## config.mk

```make
export PLATFORM = sky130hd
export DESIGN_NAME = frws_supervisor
export DESIGN_NICKNAME = d
export VERILOG_FILES = /design/src/logic/frws_pkg.sv /design/src/logic/frws_retry_if.sv /design/src/logic/frws_retry.sv /design/src/logic/frws_supervisor.sv
export SDC_FILE = /design/constraint.sdc
export NUM_CORES = 1
export LEC_CHECK = 0
export BUFFER_PORTS_ARGS = -buffer_cell sky130_fd_sc_hd__buf_2
export CAP_MARGIN = 10
export CORE_MARGIN = 5
export CORE_UTILIZATION = 25
export CTS_CLUSTER_DIAMETER = 120
export DETAILED_ROUTE_END_ITERATION = 7
export SYNTH_ARGS = -nofsm -noshare
export SYNTH_HDL_FRONTEND = slang
export SYNTH_SLANG_ARGS = --single-unit
```

## constraint.sdc

```tcl
create_clock -name i_ref_clk -period 3.8 [get_ports i_ref_clk]
set_input_delay 0 -clock i_ref_clk [delete_from_list [all_inputs] [get_ports i_ref_clk]]
set_output_delay 0 -clock i_ref_clk [all_outputs]
set_load 0.005 [all_outputs]
```

## src/logic/frws_pkg.sv

```systemverilog
// Purpose: Shared constants for the fault, retry and watchdog supervisor
// Assumes: 20 MHz reference clock, one millisecond internal timebase
// Notes:   Every delay below is counted in timebase ticks or in clock cycles
package frws_pkg;

    // ----------------------------------------------------------------
    // Clock and timebase
    // ----------------------------------------------------------------
    localparam int unsigned CLK_HZ          = 20_000_000;
    localparam int unsigned CLK_PERIOD_NS   = 50;
    localparam int unsigned TICK_MS         = 1;
    localparam int unsigned TICK_CYCLES_DEF = CLK_HZ / 1000 * TICK_MS;

    // ----------------------------------------------------------------
    // Fault timing in timebase ticks
    // ----------------------------------------------------------------
    localparam int unsigned OC_LIMIT_MS     = 10;
    localparam int unsigned RETRY_OFF_MS    = 100;
    localparam int unsigned RESET_EXTRA_MS  = 10;
    localparam logic [7:0]  OC_LIMIT_TICKS  = 8'(OC_LIMIT_MS / TICK_MS);
    localparam logic [7:0]  RETRY_TICKS     = 8'(RETRY_OFF_MS / TICK_MS);
    localparam logic [7:0]  RESET_TICKS     = 8'(RESET_EXTRA_MS / TICK_MS);

    // ----------------------------------------------------------------
    // Regulation deglitch in clock cycles, rounded up
    // ----------------------------------------------------------------
    localparam int unsigned DEGLITCH_NS     = 20_000;
    localparam logic [8:0]  DEGLITCH_CYCLES =
        9'((DEGLITCH_NS + CLK_PERIOD_NS - 1) / CLK_PERIOD_NS);

    // ----------------------------------------------------------------
    // Switcher oscillator half periods in clock cycles
    // ----------------------------------------------------------------
    localparam logic [6:0]  OSC_HALF_DEF    = 7'd33;
    localparam logic [6:0]  OSC_HALF_MIN    = 7'd25;
    localparam logic [6:0]  OSC_HALF_MAX    = 7'd50;

    // ----------------------------------------------------------------
    // Register map, byte offsets on 32-bit words
    // ----------------------------------------------------------------
    localparam logic [3:0]  REG_WDOG_CMD    = 4'h0;
    localparam logic [3:0]  REG_STATUS      = 4'h4;
    localparam int unsigned CMD_WINDOW_BIT  = 7;
    localparam int unsigned CMD_SEL_LSB     = 0;
    localparam int unsigned CMD_SEL_W       = 3;
    localparam logic [7:0]  CMD_RESET       = 8'h00;

    // ----------------------------------------------------------------
    // Enable decode and state encodings
    // ----------------------------------------------------------------
    typedef enum logic [1:0] {
        FRWS_SEQ_OFF      = 2'b00,
        FRWS_SEQ_STANDARD = 2'b01,
        FRWS_SEQ_INVERTED = 2'b10,
        FRWS_SEQ_NONE     = 2'b11
    } frws_seq_t;

    typedef enum logic [1:0] {
        FRWS_RT_IDLE = 2'b00,
        FRWS_RT_RUN  = 2'b01,
        FRWS_RT_OFF  = 2'b10
    } frws_retry_t;

    typedef enum logic {
        FRWS_RS_HOLD     = 1'b0,
        FRWS_RS_RELEASED = 1'b1
    } frws_rst_t;

endpackage

```

## src/logic/frws_retry_if.sv

```systemverilog
// Purpose: Carries timebase, enable and fault into a retry unit and its state out
// Assumes: One clock domain
// Notes:   ctrl is the supervisor side, unit is the retry timer side
interface frws_retry_if;
    logic tick;
    logic en;
    logic oc;
    logic run;
    logic limited;
    logic soft_start;

    modport ctrl (output tick, output en, output oc,
                  input run, input limited, input soft_start);
    modport unit (input tick, input en, input oc,
                  output run, output limited, output soft_start);
endinterface

```

## src/logic/frws_retry.sv

```systemverilog
// Purpose: Over-current limit and retry timer for one regulator
// Assumes: tick is a one-cycle pulse once per timebase period
// Notes:   run, limited and soft_start all come from flip-flops
module frws_retry
    import frws_pkg::*;
(
    // Clock and reset
    input  wire logic   i_ref_clk,
    input  wire logic   i_rst_n,
    // Supervisor side
    frws_retry_if.unit  rif
);
    frws_retry_t state;
    frws_retry_t next_state;
    logic [7:0]  cnt;
    logic [7:0]  next_cnt;
    logic        next_start;

    wire logic oc_done  = rif.oc && rif.tick && (cnt + 8'd1 >= OC_LIMIT_TICKS);
    wire logic off_done = rif.tick && (cnt + 8'd1 >= RETRY_TICKS);

    always_comb
    begin
        next_state = state;
        next_cnt   = cnt;
        next_start = 1'b0;
        case (state)
            FRWS_RT_IDLE:
            begin
                next_cnt = 8'h00;
                if (rif.en)
                begin
                    next_state = FRWS_RT_RUN;
                    next_start = 1'b1;
                end
            end
            FRWS_RT_RUN:
            begin
                if (!rif.oc)
                    next_cnt = 8'h00;
                else if (oc_done)
                begin
                    next_state = FRWS_RT_OFF;
                    next_cnt   = 8'h00;
                end
                else if (rif.tick)
                    next_cnt = cnt + 8'd1;
            end
            FRWS_RT_OFF:
            begin
                if (off_done)
                begin
                    next_state = FRWS_RT_RUN;
                    next_cnt   = 8'h00;
                    next_start = 1'b1;
                end
                else if (rif.tick)
                    next_cnt = cnt + 8'd1;
            end
            default:
            begin
                next_state = FRWS_RT_IDLE;
                next_cnt   = 8'h00;
            end
        endcase
        if (!rif.en)
        begin
            next_state = FRWS_RT_IDLE;
            next_cnt   = 8'h00;
            next_start = 1'b0;
        end
    end

    always_ff @(posedge i_ref_clk or negedge i_rst_n)
    begin
        if (!i_rst_n)
        begin
            state          <= FRWS_RT_IDLE;
            cnt            <= 8'h00;
            rif.run        <= 1'b0;
            rif.limited    <= 1'b0;
            rif.soft_start <= 1'b0;
        end
        else
        begin
            state          <= next_state;
            cnt            <= next_cnt;
            rif.run        <= (next_state == FRWS_RT_RUN);
            rif.limited    <= (next_state == FRWS_RT_RUN) && rif.oc;
            rif.soft_start <= next_start;
        end
    end
endmodule

```

## src/logic/frws_supervisor.sv

```systemverilog
// Purpose: Fault retry, oscillator, watchdog and reset supervisor, Avalon-MM slave
// Assumes: All pin inputs synchronous to i_ref_clk
// Notes:   Watchdog commands arrive as writes to the command register
module frws_supervisor
    import frws_pkg::*;
#(
    parameter int unsigned       TICK_CYCLES  = TICK_CYCLES_DEF,
    parameter logic [8*16-1:0]   WDOG_PERIODS = {16'd1600, 16'd800, 16'd400, 16'd200,
                                                 16'd100, 16'd50, 16'd20, 16'd10}
)
(
    // Clock and reset
    input  wire logic        i_ref_clk,
    input  wire logic        i_rst_n,
    // Avalon-MM slave
    input  wire logic [3:0]  i_avs_address,
    input  wire logic        i_avs_read,
    input  wire logic        i_avs_write,
    input  wire logic [31:0] i_avs_writedata,
    output logic      [31:0] o_avs_readdata,
    output logic             o_avs_waitrequest,
    // Mode and supply
    input  wire logic        i_enable_a,
    input  wire logic        i_enable_b,
    input  wire logic        i_vin_good,
    output frws_seq_t        o_seq_mode,
    // Switcher
    input  wire logic        i_sw_peak_limit,
    input  wire logic        i_sw_valley,
    output logic             o_sw_enable,
    output logic             o_sw_high_side_off,
    output logic             o_sw_soft_start,
    output logic             o_sw_osc_clk,
    // Oscillator trim and clock sync pin
    input  wire logic        i_frequency_trim_open,
    input  wire logic [6:0]  i_frequency_trim_half,
    input  wire logic        i_clock_source_select,
    input  wire logic        i_clock_sync_pin,
    output logic             o_clock_sync_pin,
    output logic             o_clock_sync_pin_oe,
    // Linear regulator
    input  wire logic        i_ldo_sense_oc,
    input  wire logic        i_ldo_sense_on_boost,
    input  wire logic        i_ldo_driver_saturated,
    output logic             o_ldo_enable,
    // Thermal and pull-downs
    input  wire logic        i_over_temp,
    input  wire logic        i_core_pulldown_hot,
    input  wire logic        i_linear_pulldown_hot,
    input  wire logic        i_core_pulldown_req,
    input  wire logic        i_linear_pulldown_req,
    output logic             o_core_output_pulldown,
    output logic             o_linear_output_pulldown,
    // Reset output and reset delay timer
    input  wire logic        i_core_out_of_reg,
    input  wire logic        i_ldo_out_of_reg,
    input  wire logic        i_reset_delay_timer_pin,
    output logic             o_reset_delay_timer_discharge,
    output logic             o_rst_n_out,
    output logic             o_rst_n_oe
);
    // ----------------------------------------------------------------
    // Helpers
    // ----------------------------------------------------------------
    function automatic frws_seq_t frws_decode(input logic a, input logic b);
        frws_decode = frws_seq_t'({a, b});
    endfunction

    function automatic logic [15:0] frws_period(input logic [2:0] sel);
        frws_period = WDOG_PERIODS[16*sel +: 16];
    endfunction

    // ----------------------------------------------------------------
    // Timebase
    // ----------------------------------------------------------------
    logic [15:0] tick_cnt;
    logic        tick;
    wire  logic  tick_wrap = (tick_cnt == 16'(TICK_CYCLES - 1));

    always_ff @(posedge i_ref_clk or negedge i_rst_n)
    begin
        if (!i_rst_n)
        begin
            tick_cnt <= 16'h0000;
            tick     <= 1'b0;
        end
        else
        begin
            tick_cnt <= tick_wrap ? 16'h0000 : tick_cnt + 16'd1;
            tick     <= tick_wrap;
        end
    end

    // ----------------------------------------------------------------
    // Mode decode and regulator retry units
    // ----------------------------------------------------------------
    wire frws_seq_t mode  = frws_decode(i_enable_a, i_enable_b);
    wire logic      reg_on = i_vin_good && (mode != FRWS_SEQ_OFF) && !i_over_temp;
    wire logic      ldo_oc = i_ldo_sense_on_boost ? i_ldo_driver_saturated
                                                  : i_ldo_sense_oc;

    frws_retry_if sw_if();
    frws_retry_if ldo_if();

    assign sw_if.tick  = tick;
    assign sw_if.en    = reg_on;
    assign sw_if.oc    = i_sw_peak_limit;
    assign ldo_if.tick = tick;
    assign ldo_if.en   = reg_on;
    assign ldo_if.oc   = ldo_oc;

    frws_retry u_sw_retry (
        .i_ref_clk (i_ref_clk),
        .i_rst_n   (i_rst_n),
        .rif       (sw_if.unit)
    );

    frws_retry u_ldo_retry (
        .i_ref_clk (i_ref_clk),
        .i_rst_n   (i_rst_n),
        .rif       (ldo_if.unit)
    );

    assign o_sw_enable     = sw_if.run;
    assign o_sw_soft_start = sw_if.soft_start;
    assign o_ldo_enable    = ldo_if.run;

    // ----------------------------------------------------------------
    // High side cycle limit
    // ----------------------------------------------------------------
    wire logic next_hs_off = i_sw_peak_limit || (o_sw_high_side_off && !i_sw_valley);

    // ----------------------------------------------------------------
    // Oscillator and clock sync pin
    // ----------------------------------------------------------------
    logic [6:0] osc_cnt;
    logic       sync_prev;
    wire  logic [6:0] trim_half = (i_frequency_trim_half < OSC_HALF_MIN) ? OSC_HALF_MIN :
                                  (i_frequency_trim_half > OSC_HALF_MAX) ? OSC_HALF_MAX :
                                  i_frequency_trim_half;
    wire  logic [6:0] osc_half  = i_frequency_trim_open ? OSC_HALF_DEF : trim_half;
    wire  logic sync_input = !i_clock_source_select;
    wire  logic sync_edge  = sync_input && i_clock_sync_pin && !sync_prev
                             && !sw_if.limited;
    wire  logic osc_wrap   = (osc_cnt + 7'd1 >= osc_half);
    wire  logic next_osc   = sync_edge ? 1'b1 : (osc_wrap ? !o_sw_osc_clk : o_sw_osc_clk);
    wire  logic [6:0] next_osc_cnt = (sync_edge || osc_wrap) ? 7'h00 : osc_cnt + 7'd1;

    // ----------------------------------------------------------------
    // Regulation deglitch
    // ----------------------------------------------------------------
    logic [8:0] dg_cnt;
    logic       fault_filt;
    wire  logic out_of_reg = i_core_out_of_reg || i_ldo_out_of_reg;
    wire  logic dg_full    = (dg_cnt + 9'd1 >= DEGLITCH_CYCLES);

    // ----------------------------------------------------------------
    // Watchdog
    // ----------------------------------------------------------------
    logic [7:0]  wd_cmd;
    logic        wd_active;
    logic [15:0] wd_cnt;
    logic        wd_expire;
    wire  logic [15:0] wd_len  = frws_period(wd_cmd[CMD_SEL_LSB +: CMD_SEL_W]);
    wire  logic        wd_open = !wd_cmd[CMD_WINDOW_BIT] || (wd_cnt >= (wd_len >> 1));
    wire  logic        wd_end  = wd_active && tick && (wd_cnt + 16'd1 >= wd_len);

    // ----------------------------------------------------------------
    // Register bus decode
    // ----------------------------------------------------------------
    logic       bus_ack;
    wire  logic bus_req  = i_avs_read || i_avs_write;
    wire  logic cmd_hit  = (i_avs_address == REG_WDOG_CMD);
    wire  logic stat_hit = (i_avs_address == REG_STATUS);
    wire  logic cmd_wr   = bus_ack && i_avs_write && cmd_hit;
    wire  logic cmd_take = cmd_wr && (!wd_active || !wd_cmd[CMD_WINDOW_BIT] || wd_open);
    wire  logic [7:0]  next_cmd = cmd_take ? i_avs_writedata[7:0] : wd_cmd;
    wire  logic [31:0] status = {22'h0, o_seq_mode, i_over_temp, ldo_if.limited,
                                 ldo_if.run, sw_if.limited, sw_if.run,
                                 wd_active && wd_open, wd_active, o_rst_n_out};
    wire  logic [31:0] rd_mux = cmd_hit  ? {24'h000000, wd_cmd} :
                                stat_hit ? status : 32'h00000000;

    // ----------------------------------------------------------------
    // Reset control
    // ----------------------------------------------------------------
    frws_rst_t  rs_state;
    logic [7:0] rs_cnt;
    wire  logic rs_trigger = !i_vin_good || (mode == FRWS_SEQ_OFF) || fault_filt
                             || wd_expire || !sw_if.run || !ldo_if.run;
    wire  logic rs_done    = (rs_cnt >= RESET_TICKS) && i_reset_delay_timer_pin;
    wire  frws_rst_t next_rs = rs_trigger ? FRWS_RS_HOLD :
                               (rs_done ? FRWS_RS_RELEASED : rs_state);

    // ----------------------------------------------------------------
    // Registers
    // ----------------------------------------------------------------
    always_ff @(posedge i_ref_clk or negedge i_rst_n)
    begin
        if (!i_rst_n)
        begin
            o_sw_high_side_off <= 1'b1;
            o_sw_osc_clk       <= 1'b0;
            o_clock_sync_pin   <= 1'b1;
            o_clock_sync_pin_oe <= 1'b0;
            osc_cnt            <= 7'h00;
            sync_prev          <= 1'b0;
            o_seq_mode         <= FRWS_SEQ_OFF;
            o_core_output_pulldown   <= 1'b0;
            o_linear_output_pulldown <= 1'b0;
        end
        else
        begin
            o_sw_high_side_off <= next_hs_off || !sw_if.run;
            o_sw_osc_clk       <= next_osc;
            o_clock_sync_pin   <= !next_osc;
            o_clock_sync_pin_oe <= i_clock_source_select;
            osc_cnt            <= next_osc_cnt;
            sync_prev          <= i_clock_sync_pin;
            o_seq_mode         <= mode;
            o_core_output_pulldown   <= i_core_pulldown_req && !i_core_pulldown_hot;
            o_linear_output_pulldown <= i_linear_pulldown_req && !i_linear_pulldown_hot;
        end
    end

    always_ff @(posedge i_ref_clk or negedge i_rst_n)
    begin
        if (!i_rst_n)
        begin
            dg_cnt     <= 9'h000;
            fault_filt <= 1'b0;
        end
        else
        begin
            dg_cnt     <= (!out_of_reg || dg_full) ? 9'h000 : dg_cnt + 9'd1;
            fault_filt <= out_of_reg && (fault_filt || dg_full);
        end
    end

    always_ff @(posedge i_ref_clk or negedge i_rst_n)
    begin
        if (!i_rst_n)
        begin
            wd_cmd    <= CMD_RESET;
            wd_active <= 1'b0;
            wd_cnt    <= 16'h0000;
            wd_expire <= 1'b0;
        end
        else
        begin
            wd_cmd    <= next_cmd;
            wd_active <= cmd_take || (wd_active && !wd_end);
            wd_cnt    <= (cmd_take || wd_end) ? 16'h0000 :
                         ((wd_active && tick) ? wd_cnt + 16'd1 : wd_cnt);
            wd_expire <= wd_end && !cmd_take;
        end
    end

    always_ff @(posedge i_ref_clk or negedge i_rst_n)
    begin
        if (!i_rst_n)
        begin
            rs_state    <= FRWS_RS_HOLD;
            rs_cnt      <= 8'h00;
            o_rst_n_out <= 1'b0;
            o_rst_n_oe  <= 1'b1;
            o_reset_delay_timer_discharge <= 1'b1;
        end
        else
        begin
            rs_state    <= next_rs;
            rs_cnt      <= rs_trigger ? 8'h00 :
                           ((tick && rs_cnt < RESET_TICKS) ? rs_cnt + 8'd1 : rs_cnt);
            o_rst_n_out <= 1'b0;
            o_rst_n_oe  <= (next_rs == FRWS_RS_HOLD);
            o_reset_delay_timer_discharge <= rs_trigger;
        end
    end

    always_ff @(posedge i_ref_clk or negedge i_rst_n)
    begin
        if (!i_rst_n)
        begin
            bus_ack           <= 1'b0;
            o_avs_waitrequest <= 1'b1;
            o_avs_readdata    <= 32'h00000000;
        end
        else
        begin
            bus_ack           <= bus_req && !bus_ack;
            o_avs_waitrequest <= !(bus_req && !bus_ack);
            o_avs_readdata    <= (i_avs_read && !bus_ack) ? rd_mux : o_avs_readdata;
        end
    end
endmodule

```

==> impl_metrics.csv <==
group,metric,value,unit
run_status,status,"completed",
synthesis,syn-cell-area,6878,um2
timing,max_freq,0.2981,GHz
clock_tree,clockRootBuffer,"clkbuf_16",
floorplanning,die_h,175.9,um
layout,insertedDiodeCount,0,
layout,area_growth,21.78,%
setup_path,r2r-start,"wd_cmd[1]",
setup_path,reg2reg_depth,12,
synthesis,synth_ff_type,"dfrtp_1",
clock_tree,cts_tree,"done",
job,max_cap_violations,0,
setup_path,critPathArrivalTime,3.65,ns
clock_tree,postCtsSetupBuffers,0,
synthesis,yosysMostFrequentCell,"dfrtp_1",
timing,rsz0062_at_grt,"no",
floorplanning,core-area,27030,um2
clock_tree,cts_buffer_depth,2,
setup_path,crit_path_max_fanout,20,
place,gp_congestion,0.8366,
global_routing,grt_pass1_vias,5307,
synthesis,synth.largest_area_cell,"dfrtp_1",
floorplanning,fp-row-count,60,
clock_tree,htreeDepth,4,
timing,period_needed,3.355,ns
global_routing,grt_overflow,0,
timing,maxSlewHeadroom,31.60,%
min_path,min_path_type,"primary input to flip-flop",
synthesis,seq_area_frac_synth,42.66,%
setup_path,crit_path_top_delay_cell,"dfrtp_1",
synthesis,synth_warnings,0,
route,drtIter0Drc,301,
power_and_ir_drop,p_clk_share,42.0,%
timing,hold_viol_final,0,
route,wl_per_cell,12.53,um
setup_path,worst-r2r-setup-slack,0.45,ns
layout,finalNetCount,926,
global_routing,grt_antenna_before_repair,0,
place,hpwl,10.21,mm
place,port_buffers,65,
route,vias_per_cell,4.546,
floorplanning,die_area,30930,um2
setup_path,path_common_cell,"ha_1",
power_and_ir_drop,p_leak,0.003815,uW
setup_path,end_kind,"flip-flop",
power_and_ir_drop,p_comb_share,21.3,%
timing,tns,0,ns
synthesis,synthCells,718,
setup_path,crit_type,"flip-flop to flip-flop",
power_and_ir_drop,switching_share,29.42,%
power_and_ir_drop,switchingPower,1213,uW
clock_tree,cts_made_buffers,17,
layout,layout-drive-gt1-share,16.16,%
min_path,hold-path-endpoint,"wd_active",
min_path,min_from,"i_avs_write",
route,firstDrtPassIters,4,
synthesis,syn_area_per_cell,9.579,um2
synthesis,synth_commonest_cells,"dfrtp_1 (112), nor2_1 (70), nand2_1 (64), ha_1 (50), nand3_1 (41)",
setup_path,crit_required,4.10,ns
global_routing,grt_pass1_wl,25.17,mm
power_and_ir_drop,vdd_drop_max,291.8,uV
power_and_ir_drop,seqPwrFrac,36.7,%
min_path,hold_depth,3,
power_and_ir_drop,intPower,2909,uW
power_and_ir_drop,total_power,4122,uW
timing,final.setup_skew,0.007171,ns
floorplanning,die_x,175.9,um
synthesis,synth_edf_count,0,
global_routing,grt_start_max_net_pins,50,
setup_path,cp_cell_sequence,"inv_1 > ha_1 > nand2_1 > o21ai_0 > ha_1 > a211o_1 > a21oi_1 > o21ai_1 > a221oi_1 > o211ai_1 > and4_2 > mux2_2",
timing,setup_viol_count_final,0,
timing,tightest_slew,1.017,ns
route,wl,14.59,mm
floorplanning,io_pins,113,
power_and_ir_drop,powerDensity,492.1,nW/um2
route,drc,0,
synthesis,async_flop_share,100.0,%
setup_path,cp_slowest_stage_delay,0.46,ns
clock_tree,clock_sinks,117,
synthesis,synth_top_area_share,40.75,%
synthesis,ys_ff_latch,117,
global_routing,grt_usage,9.725,%
timing,fin_crit_sh,88.29,%
synthesis,ys_types,68,
clock_tree,path_clk_slew,0.06,ns
timing,finalMaxSlewViolations,0,
setup_path,start_kind,"flip-flop",
floorplanning,initial_core_util,25.45,%
route,antenna_left,0,
clock_tree,clkLatencyLatePin,0.41,ns
synthesis,synthTopCellsByArea,"dfrtp_1 (41%), ha_1 (9.1%), xor2_1 (3.9%), nor2_1 (3.8%), xnor2_1 (3.6%)",
route,dr_total_vias,5291,
setup_path,r2r-end,"wd_cmd[4]",
layout,n_fill_cell,2796,
-- cell families after synthesis --
kind of cell	share of synthesized area [%]
AOI/OAI and AO/OA	11.10
xor gates and xnor gates	7.513
adders and majority gates	9.096
buffers and inverters	5.876
DFF	42.66
muxes	2.056
other	0.1092
and+or+nand+nor	21.59
-- stage by stage --
| stage | instance area (um2) | cells | hold slack, ns | setup slack [ns] | utilization [%] |
|---|---|---|---|---|---|
| final | 8376 | 1164 | 0.02034 | 0.4451 | 30.99 |
| after CTS | 8374 | 1164 | 0.007655 | 0.2311 | 30.99 |
| after global placement | 7480 | 1106 | 0.08331 | 0.3607 | 27.68 |
| after detailed placement | 7480 | 1106 | 0.09097 | 0.3100 | 27.68 |
| after floorplan | 6960 | 740 | -0.2956 | 0.9218 | - |
| after global routing | 8376 | 1164 | 0.03663 | 0.1427 | 30.99 |
-- worst max-delay path by stage --
stage / start / endpoint / slack [ns]
finish: wd_cmd[1] / wd_cmd[4] / 0.45
global route: wd_cmd[1] / wd_cmd[3] / 0.14
CTS: wd_cmd[1] / wd_cmd[6] / 0.23
detailed placement: wd_cmd[1] / wd_cmd[4] / 0.31
global placement: wd_cmd[1] / wd_cmd[6] / 0.36
floorplan: wd_cmd[1] / wd_cmd[1] / 0.92
-- state kept, by name, indices dropped and copies added (netlist names), 2 cells and up --
signal	cells
rs_cnt	8
wd_cnt	16
wd_cmd	8
u_sw_retry.cnt	8
u_sw_retry.state	2
tick_cnt	16
u_ldo_retry.state	2
dg_cnt	9
o_seq_mode	2
osc_cnt	7
o_avs_readdata	10
u_ldo_retry.cnt	8
-- worst max-delay path: cells and delay by family, from the launching register on --
| family | cells | cell delay [ns] |
|---|---|---|
| compound gates | 6 | 1.14 |
| fa+ha+maj | 2 | 0.63 |
| buf+inv | 1 | 0.11 |
| flops | 1 | 0.46 |
| mux | 1 | 0.34 |
| simple gates | 2 | 0.56 |
-- power groups by stage --
| stage | sequential (uW) | clock [uW] | combinational (uW) |
|---|---|---|---|
| floorplan | 1480 | 0 | 694 |
| global placement | 1530 | 0 | 847 |
| detailed placement | 1530 | 0 | 864 |
| CTS | 1510 | 1780 | 889 |
| global route | 1540 | 1840 | 1030 |
| finish | 1510 | 1730 | 879 |
-- cell usage in the layout, fill, tap and decap left out, types with 3 or more instances in the layout --
| master | n |
|---|---|
| o21ai_0 | 25 |
| o211ai_1 | 3 |
| dfrtp_1 | 112 |
| buf_4 | 9 |
| conb_1 | 24 |
| dlygate4sd3_1 | 26 |
| and2_1 | 11 |
| mux2i_1 | 4 |
| o21ai_1 | 3 |
| nand4_1 | 20 |
| nor3b_1 | 4 |
| or2_2 | 3 |
| a211o_1 | 5 |
| nand2_1 | 64 |
| nand2b_1 | 10 |
| clkbuf_16 | 17 |
| xor2_1 | 31 |
| nor4_1 | 9 |
| o211a_1 | 3 |
| and3_1 | 15 |
| mux2_2 | 9 |
| nor4b_1 | 4 |
| inv_1 | 29 |
| dfstp_2 | 5 |
| and4_1 | 3 |
| a21o_1 | 3 |
| a22oi_1 | 6 |
| clkinvlp_4 | 4 |
| a211oi_1 | 6 |
| ha_1 | 50 |
| buf_2 | 64 |
| nor2_1 | 70 |
| bufinv_16 | 4 |
| nand3_1 | 41 |
| xnor2_1 | 28 |
| nor2b_1 | 12 |
| a31oi_1 | 6 |
| a21oi_1 | 24 |
| nor3_1 | 10 |
-- routing by layer --
layer	wire length, um	share of wire [%]	track usage [%]
met1	6951	48	12.71
met2	6777	46	15.53
met3	655	4.5	2.712
met4	200	1.4	3.314
met5	0	0	0
-- layout make-up --
class                           count  area [um2]  share of cell area [%]
Inverter                           29       108.9                   1.300
Multi-Input combinational cell    546        3623                   43.26
Clock buffer                       20       456.7                   5.453
Tap cell                          341       426.7                   5.094
Sequential cell                   117        2934                   35.03
Timing Repair Buffer               99       648.1                   7.738
Clock inverter                     12       177.7                   2.121
-- timing repair --
action / CTS / global route
gates resized for setup: 0 / 1
hold buffers: 26 / 0
endpoints found under the setup margin: 0 / 8
hold endpoints to repair: 69 / 0
Note: power is estimated with default switching activity, not from simulation.
